File: config.mk
export PLATFORM = sky130hd
export DESIGN_NAME = mbx_exception_commit
export DESIGN_NICKNAME = d
export VERILOG_FILES = /design/src/mbx_pkg.sv /design/src/mbx_crc16.sv /design/src/mbx_exception_commit.sv
export VERILOG_INCLUDE_DIRS = /design/src
export SDC_FILE = /design/constraint.sdc
export NUM_CORES = 1
export LEC_CHECK = 0
export ABC_AREA = 1
export BUFFER_PORTS_ARGS = -buffer_cell sky130_fd_sc_hd__buf_2
export CORE_MARGIN = 1.5
export CORE_UTILIZATION = 38
export CTS_CLUSTER_SIZE = 12
export DETAILED_ROUTE_END_ITERATION = 10
export HOLD_SLACK_MARGIN = 0.15
export MAX_ROUTING_LAYER = met4
export PLACE_DENSITY = 0.59
export SLEW_MARGIN = 20
export SYNTH_ARGS = -nofsm -noshare
export SYNTH_HDL_FRONTEND = slang
export SYNTH_SLANG_ARGS = --single-unit
File: constraint.sdc
create_clock -name mclk -period 1.7 [get_ports mclk]
set_input_delay 0.17 -clock mclk [delete_from_list [all_inputs] [get_ports mclk]]
set_output_delay 0.17 -clock mclk [all_outputs]
set_load 0.005 [all_outputs]
File: src/mbx_regs.svh
// Register offsets, codes and fixed values of the exception and commit block
`ifndef MBX_REGS_SVH
`define MBX_REGS_SVH

`define MBX_FN_RD_COILS     8'h01
`define MBX_FN_RD_REGS      8'h03
`define MBX_FN_WR_COIL      8'h05
`define MBX_FN_WR_REG       8'h06
`define MBX_FN_DIAG         8'h08
`define MBX_FN_WR_COILS     8'h0f
`define MBX_FN_WR_REGS      8'h10

`define MBX_EXC_FLAG        8'h80
`define MBX_EXC_NONE        8'h00
`define MBX_EXC_FUNC        8'h01
`define MBX_EXC_ADDR        8'h02
`define MBX_EXC_FORMAT      8'h03
`define MBX_EXC_RANGE       8'h21
`define MBX_EXC_REFUSED     8'h22

`define MBX_BCAST_ADDR      8'h00
`define MBX_COMMIT_ADDR     16'h0900
`define MBX_COMMIT_RECALC   16'h0000
`define MBX_COMMIT_STORE    16'h0001
`define MBX_BUSY_COIL       16'h001a
`define MBX_COIL_ON         16'hff00
`define MBX_COIL_OFF        16'h0000
`define MBX_ADDR_SKEW       16'h0001
`define MBX_NONE16          16'h0000
`define MBX_NONE8           8'h00

`define MBX_CRC_INIT        16'hffff
`define MBX_CRC_POLY        16'ha001
`define MBX_CRC_BITS        8

`define MBX_IDX_FUNC        2'h1
`define MBX_IDX_CODE        2'h2
`define MBX_IDX_FIRST       2'h0
`define MBX_IDX_STEP        2'h1

`endif

File: src/mbx_pkg.sv
// Types shared by the exception and commit block
package mbx_pkg;

    typedef struct packed {
        logic [7:0]  slave;
        logic [7:0]  func;
        logic [15:0] addr;
        logic [15:0] count;
        logic [7:0]  nbytes;
        logic [15:0] data;
    } mbx_query_s;

    typedef struct packed {
        logic addr_ok;
        logic read_only;
        logic run_locked;
        logic range_ok;
    } mbx_map_s;

    typedef struct packed {
        logic running;
        logic undervolt;
        logic uv_trip;
    } mbx_drive_s;

    typedef enum logic [2:0] {
        MBX_IDLE   = 3'b000,
        MBX_CHECK  = 3'b001,
        MBX_SEND   = 3'b011,
        MBX_CRC_LO = 3'b010,
        MBX_CRC_HI = 3'b110
    } mbx_state_e;

endpackage

File: src/mbx_crc16.sv
// One-byte step of the Modbus RTU CRC-16
`timescale 1ns/1ps
`default_nettype none
`include "mbx_regs.svh"

module mbx_crc16
    import mbx_pkg::*;
(
    input  wire logic [15:0] crc_in,
    input  wire logic [7:0]  data,
    output logic      [15:0] crc_out
);

    function automatic logic [15:0] crc_step(input logic [15:0] c, input logic [7:0] d);
        logic [15:0] r;
        r = c ^ {8'h00, d};
        for (int i = 0; i < `MBX_CRC_BITS; i++)
        begin
            r = r[0] ? ((r >> 1) ^ `MBX_CRC_POLY) : (r >> 1);
        end
        return r;
    endfunction

    assign crc_out = crc_step(crc_in, data);

endmodule
`default_nettype wire

File: src/mbx_exception_commit.sv
// Query checker, exception responder and commit engine of the slave
// Notes on behaviour
// - Every non-broadcast query gets a matching answer, or an exception on error.
// - Exception frame: slave address, function code, exception code, CRC-16.
// - Exception function code is the query function code plus 80h.
// - Unsupported function answers exception code 01h.
// - Nonexistent coil or register address answers exception code 02h.
// - Badly formatted query data answers exception code 03h.
// - Written value outside the register's permitted range answers 21h.
// - Run-locked write, commit in undervoltage, write while tripped: answer 22h.
// - Write to a read-only coil or register answers 22h.
// - Broadcast multi-register write is carried out with no answer sent.
// - Multi-write starting address is one below the real address; add one.
// - Register writes land in volatile storage only until a commit.
// - Single write of 0000 to register 0900h recalculates motor constants only.
// - Writing 0001 stores all registers to nonvolatile memory, no recalculation.
// - Any other value both recalculates and stores.
// - Coil 001Ah shows write in progress for the whole commit.
`timescale 1ns/1ps
`default_nettype none
`include "mbx_regs.svh"

module mbx_exception_commit
    import mbx_pkg::*;
(
    input  wire logic        mclk,
    input  wire logic        rst,
    input  wire logic        q_valid,
    output logic             q_ready,
    input  wire mbx_query_s  q,
    output logic      [15:0] map_addr,
    input  wire mbx_map_s    map_st,
    input  wire mbx_drive_s  drive,
    output logic             tx_valid,
    input  wire logic        tx_ready,
    output logic      [7:0]  tx_data,
    output logic             tx_last,
    output logic             resp_ok,
    output logic             vol_wr,
    output logic      [15:0] vol_wr_addr,
    output logic      [15:0] vol_wr_count,
    output logic      [15:0] vol_wr_data,
    output logic             recalc_req,
    output logic             store_req,
    input  wire logic        recalc_done,
    input  wire logic        store_done,
    output logic             write_busy
);

    mbx_state_e  state;
    mbx_query_s  qr;
    logic [7:0]  exc;
    logic [7:0]  next_exc;
    logic [1:0]  idx;
    logic [15:0] crc;
    logic [15:0] next_crc;
    logic        pend_recalc;
    logic        pend_store;
    logic        bcast;
    logic        commit_hit;
    logic        tx_fire;

    function automatic logic fn_supported(input logic [7:0] f);
        return f == `MBX_FN_RD_COILS || f == `MBX_FN_RD_REGS || f == `MBX_FN_WR_COIL
            || f == `MBX_FN_WR_REG || f == `MBX_FN_DIAG || f == `MBX_FN_WR_COILS
            || f == `MBX_FN_WR_REGS;
    endfunction

    function automatic logic fn_writes(input logic [7:0] f);
        return f == `MBX_FN_WR_COIL || f == `MBX_FN_WR_REG
            || f == `MBX_FN_WR_COILS || f == `MBX_FN_WR_REGS;
    endfunction

    // Multi-item writes carry a start field one below the first real address
    function automatic logic [15:0] real_addr(input mbx_query_s x);
        if (x.func == `MBX_FN_WR_REGS || x.func == `MBX_FN_WR_COILS)
            return x.addr + `MBX_ADDR_SKEW;
        return x.addr;
    endfunction

    function automatic logic format_bad(input mbx_query_s x);
        logic [15:0] want;
        want = {x.count[14:0], 1'b0};
        case (x.func)
            `MBX_FN_WR_REGS:  return x.count == `MBX_NONE16 || want != {8'h00, x.nbytes};
            `MBX_FN_WR_COILS: return x.count == `MBX_NONE16 || x.nbytes == `MBX_NONE8;
            `MBX_FN_WR_COIL:  return x.data != `MBX_COIL_ON && x.data != `MBX_COIL_OFF;
            default:          return 1'b0;
        endcase
    endfunction

    assign bcast      = qr.slave == `MBX_BCAST_ADDR;
    assign commit_hit = qr.func == `MBX_FN_WR_REG && qr.addr == `MBX_COMMIT_ADDR;
    assign write_busy = pend_recalc | pend_store;
    assign q_ready    = state == MBX_IDLE;
    assign tx_valid   = state == MBX_SEND || state == MBX_CRC_LO || state == MBX_CRC_HI;
    assign tx_last    = state == MBX_CRC_HI;
    assign tx_fire    = tx_valid & tx_ready;

    // Checks are ordered so that the first failing one names the error
    always_comb
    begin
        next_exc = `MBX_EXC_NONE;
        if (!fn_supported(qr.func))
            next_exc = `MBX_EXC_FUNC;
        else if (!map_st.addr_ok)
            next_exc = `MBX_EXC_ADDR;
        else if (format_bad(qr))
            next_exc = `MBX_EXC_FORMAT;
        else if (fn_writes(qr.func) && map_st.read_only)
            next_exc = `MBX_EXC_REFUSED;
        else if (commit_hit && (drive.undervolt || write_busy))
            next_exc = `MBX_EXC_REFUSED;
        else if (fn_writes(qr.func) && (drive.uv_trip || (drive.running && map_st.run_locked)))
            next_exc = `MBX_EXC_REFUSED;
        else if (fn_writes(qr.func) && !map_st.range_ok)
            next_exc = `MBX_EXC_RANGE;
    end

    mbx_crc16 u_crc
    (
        .crc_in  (crc),
        .data    (tx_data),
        .crc_out (next_crc)
    );

    always_ff @(posedge mclk)
    begin
        if (rst)
        begin
            state <= MBX_IDLE;
            idx   <= `MBX_IDX_FIRST;
        end
        else
        begin
            case (state)
                MBX_IDLE:
                    if (q_valid)
                        state <= MBX_CHECK;
                MBX_CHECK:
                    // Broadcasts never answer, not even with an exception
                    if (next_exc != `MBX_EXC_NONE && !bcast)
                    begin
                        state <= MBX_SEND;
                        idx   <= `MBX_IDX_FIRST;
                    end
                    else
                        state <= MBX_IDLE;
                MBX_SEND:
                    if (tx_fire)
                    begin
                        idx <= idx + `MBX_IDX_STEP;
                        if (idx == `MBX_IDX_CODE)
                            state <= MBX_CRC_LO;
                    end
                MBX_CRC_LO:
                    if (tx_fire)
                        state <= MBX_CRC_HI;
                MBX_CRC_HI:
                    if (tx_fire)
                        state <= MBX_IDLE;
                default:
                    state <= MBX_IDLE;
            endcase
        end
    end

    always_ff @(posedge mclk)
    begin
        if (rst)
        begin
            qr       <= '0;
            map_addr <= `MBX_NONE16;
        end
        else if (state == MBX_IDLE && q_valid)
        begin
            qr       <= q;
            map_addr <= real_addr(q);
        end
    end

    always_ff @(posedge mclk)
    begin
        if (rst)
        begin
            exc     <= `MBX_EXC_NONE;
            tx_data <= `MBX_NONE8;
            crc     <= `MBX_CRC_INIT;
        end
        else if (state == MBX_CHECK)
        begin
            exc     <= next_exc;
            tx_data <= qr.slave;
            crc     <= `MBX_CRC_INIT;
        end
        else if (tx_fire)
        begin
            crc <= next_crc;
            case (state)
                MBX_SEND:
                    if (idx == `MBX_IDX_FIRST)
                        tx_data <= qr.func | `MBX_EXC_FLAG;
                    else if (idx == `MBX_IDX_FUNC)
                        tx_data <= exc;
                    else
                        tx_data <= next_crc[7:0];
                MBX_CRC_LO:
                    tx_data <= crc[15:8];
                default:
                    tx_data <= tx_data;
            endcase
        end
    end

    // Writes go to volatile storage; only a commit reaches nonvolatile memory
    always_ff @(posedge mclk)
    begin
        if (rst)
        begin
            resp_ok      <= 1'b0;
            vol_wr       <= 1'b0;
            vol_wr_addr  <= `MBX_NONE16;
            vol_wr_count <= `MBX_NONE16;
            vol_wr_data  <= `MBX_NONE16;
        end
        else
        begin
            resp_ok <= state == MBX_CHECK && next_exc == `MBX_EXC_NONE && !bcast;
            vol_wr  <= state == MBX_CHECK && next_exc == `MBX_EXC_NONE
                       && fn_writes(qr.func) && !commit_hit;
            if (state == MBX_CHECK)
            begin
                vol_wr_addr  <= map_addr;
                vol_wr_count <= qr.func == `MBX_FN_WR_REGS ? qr.count : `MBX_ADDR_SKEW;
                vol_wr_data  <= qr.data;
            end
        end
    end

    // Commit engine; a done pulse in the same cycle as a new request loses
    always_ff @(posedge mclk)
    begin
        if (rst)
        begin
            recalc_req  <= 1'b0;
            store_req   <= 1'b0;
            pend_recalc <= 1'b0;
            pend_store  <= 1'b0;
        end
        else
        begin
            recalc_req <= 1'b0;
            store_req  <= 1'b0;
            if (state == MBX_CHECK && commit_hit && next_exc == `MBX_EXC_NONE)
            begin
                recalc_req  <= qr.data != `MBX_COMMIT_STORE;
                store_req   <= qr.data != `MBX_COMMIT_RECALC;
                pend_recalc <= qr.data != `MBX_COMMIT_STORE;
                pend_store  <= qr.data != `MBX_COMMIT_RECALC;
            end
            else
            begin
                if (recalc_done)
                    pend_recalc <= 1'b0;
                if (store_done)
                    pend_store <= 1'b0;
            end
        end
    end
endmodule
`default_nettype wire

==> impl_results.md <==
- Post-DP Area: between 9000 and 10000 um2
- Ys flop type: dfxtp_1
- Worst Path Max Fanout: 5
- Power Density: 1540 nW/um2
- Clock skew: between 10 and 15 ps
- Most common cell after layout, fill and taps aside: nand2_1
- Crit path DAT: 2070 ps
- Routed wl met3: 870 um
- Worst slew pin tran: 562 ps
- FFs w/ async S/R, synth: 0
- Global-route wire length before repair: 36500 um
- Critical path endpoint category: register
- Crit-path cells: nor2_4 -> nand3_4 -> nor2_4 -> nand4_1 -> nand3_4 -> nor2_4 -> nor2_4 -> nand3_4 -> nand2_4 -> nand2_2 -> nand2_2 -> a21oi_1
- WL met1: about 11000 um
- Drt via density: 4.84
- Netlist cell types: 45
- Seq/Total Area, Yosys: 0.458
- Post-layout min period: approximately 1800 ps
- CTS Buf Count: 17
- Clk buf depth: 2
- Max incr delay on CP: 330 ps
- Post-Synthesis Cell Area: 7610 um2
- I/O Pins: 165
- Max-Cap Viols: 0
- Ant. Diodes: 0
- Clock Latency Late Sink: 420 ps
- Final setup vio count: 9
- Fill count: 1912
- Cell leakage power: 0.00496 uW
- Number of remaining DRC errors: 0
- Cells after synthesis: 1039
- Worst path top cell family by delay: simple AND/OR/NAND/NOR gates
- Nets: 1442
- Routed wire length: 23500 um
- Wire length on met2: 11600 um
- Slew HR: 0.625
- Clock Tree Root: clkbuf_16
- Initial antenna violation count: 0
- Clk sinks: 174
- Worst path slowest cell: dfxtp_2
- Avg Synthesized Cell Area: 7.33 um2
- Final Cell Area: around 11000 um2
- Core Area: 19500 um2
- Hpwl dp: 16500 um
- Most frequent cells in the layout: 184 x nand2_1, 164 x buf_2, 152 x dfxtp_1
- RSZ-0062 raised after global routing: true
- Largest net degree at the start of global routing: 77
- Routed vias: 7899
- Total track usage: 0.232
- Status: complete, but fails checks
- Die H: between 100 and 150 um
- Worst Setup SP: qr[63]$_SDFFE_PP0P_
- Failing checks: negative setup slack
- Layout area overhead: 45.2%
- CTS tree: done
- Number of enable flip-flop cells after synthesis: 0
- Synth warnings: 0
- Worst vdd ir: 0.819 mV
- Port bufs: 164
- Rows: 51
- Syn Nets: 1128
- Hold Crit Class: input port to register
- Hold Crit Depth: 4
- H-tree depth: 4
- Register bit total from synthesis: 174
- Top Metal Used: met4
- Final std cells w/o fill: ~1600
- PnR worst setup slack: -87.9 ps
- Max Slew Vio Count: 0
- Cell depth of the worst flop-to-flop path: 12
- Critical Path Stages: 12
- Clock transition at the registers of the reported paths: 60 ps
- Req. time, crit path: 1980 ps
- Worst hold start: q[57]
- WP buf/inv: 0
- Most frequent CP cell: nor2_4
- Die ar.: 20900 um2
- Vias in the first global route: 7477
- Routed wire per std cell: around 14 um
- Antenna viol nets, final: 0
- Reg2Reg Launch Point: qr[63]$_SDFFE_PP0P_
- Die W: 145 um
- Initial DRC count: around 360
- DRT Pass-1 Iters: 5
- Share of cells above drive strength 1: 0.332
- F_max: 0.559 GHz
- Startpoint Class: register
- Placer Congestion: 0.848
- Critical path class: register to register
- Min Hold Slack: 164 ps
- GR Overflow Total: 0
- Fin. Hold Viols: 0
- Initial Utilization: 0.390
- Tcrit/Tclk final: 1.05
- DP Cell Count: 1519
## stage by stage
| stage | utilization | setup TNS, ps | total power, uW | worst slack [ps] |
|---|---|---|---|---|
| after floorplan | - | 0 | 9480 | 125 |
| after global placement | 0.480 | -498 | 12200 | -69.8 |
| after detailed placement | 0.480 | -952 | 12200 | -121 |
| after CTS | 0.550 | -518 | 16500 | -92.4 |
| after global routing | 0.566 | -2030 | 18200 | -244 |
| final | 0.566 | -506 | 17000 | -87.9 |
## logic make-up (layout without fill, tap and decap cells)
logic type	count (synthesis)	count (layout)	synth area share
adders and majority gates	4	4	0.00658
and+or+nand+nor	398	398	0.235
buffers and inverters	184	511	0.0921
AOI/OAI and AO/OA	268	268	0.196
DFF	174	174	0.458
xor gates and xnor gates	11	11	0.0127
## cell type report
cell class                 instances  area [um2]  share of cell area
timing repair buffer             341        2410               0.218
sequential                       174        3520               0.318
clock buffer                      24         492              0.0445
inverter                         138         520              0.0471
clock inverter                     8        81.3             0.00736
multi-input combinational        681        3690               0.334
tap                              265         332              0.0300
## power by group
group,leakage (uW),switching (uW),internal [uW]
clock,0.000277,1630,2180
combinational,0.00325,4270,3210
sequential,0.00143,670,5080
## worst min-delay path, stage by stage
cell and delay [ps]:
buf_2 90, buf_4 100, nand2_1 70, a21oi_1 110
## timing repair
item	in CTS	in global routing
hold buffers	67	0
endpoints found under the setup margin	16	82
hold endpoints to repair	78	0
gates resized for setup	27	98
setup buffers	5	8
pin swaps	5	27
## final timing paths
path | endpoint | slack (ps)
worst max-delay path | state[0]$_SDFFE_PP0P_ | -90
worst min-delay path | qr[57]$_SDFFE_PP0P_ | 160
worst max register to register | state[0]$_SDFFE_PP0P_ | -90
worst min register to register | vol_wr_count[11]$_SDFFE_PP0P_ | 450
## flip-flops by register name, summed over array words and instances (netlist names)
name,count
vol_wr_addr,16
map_addr,16
pend_store,1
recalc_req,1
store_req,1
vol_wr,1
vol_wr_count,16
qr,72
tx_data,8
exc,3
idx,2
crc,16
vol_wr_data,16
state,3
pend_recalc,1
resp_ok,1
## metal layers
metal  vias up  track usage
met5         -            -
met4         0       0.0606
met3        18       0.0411
met2       169        0.395
met1      3646        0.284
li1       4066            -
## cell usage after synthesis, types with 5 or more instances
| cell type | instances | area [um2] |
|---|---|---|
| nor2_2 | 7 | 43.8 |
| o31ai_1 | 18 | 135 |
| nor3_1 | 13 | 65.1 |
| a21oi_1 | 101 | 505 |
| nor2_4 | 5 | 56.3 |
| inv_1 | 120 | 450 |
| nand2_2 | 7 | 43.8 |
| nand2_1 | 216 | 811 |
| xor2_1 | 8 | 70.1 |
| nor2_1 | 67 | 251 |
| clkbuf_1 | 37 | 139 |
| nor4_1 | 8 | 50.1 |
| o211ai_1 | 11 | 82.6 |
| o21ai_0 | 109 | 546 |
| dfxtp_1 | 174 | 3480 |
| nand3_1 | 39 | 195 |
| buf_2 | 8 | 40.0 |
| a31oi_1 | 5 | 31.3 |
| inv_2 | 18 | 67.6 |
| nand4_1 | 20 | 125 |
Power figures use the tool's default switching activity.
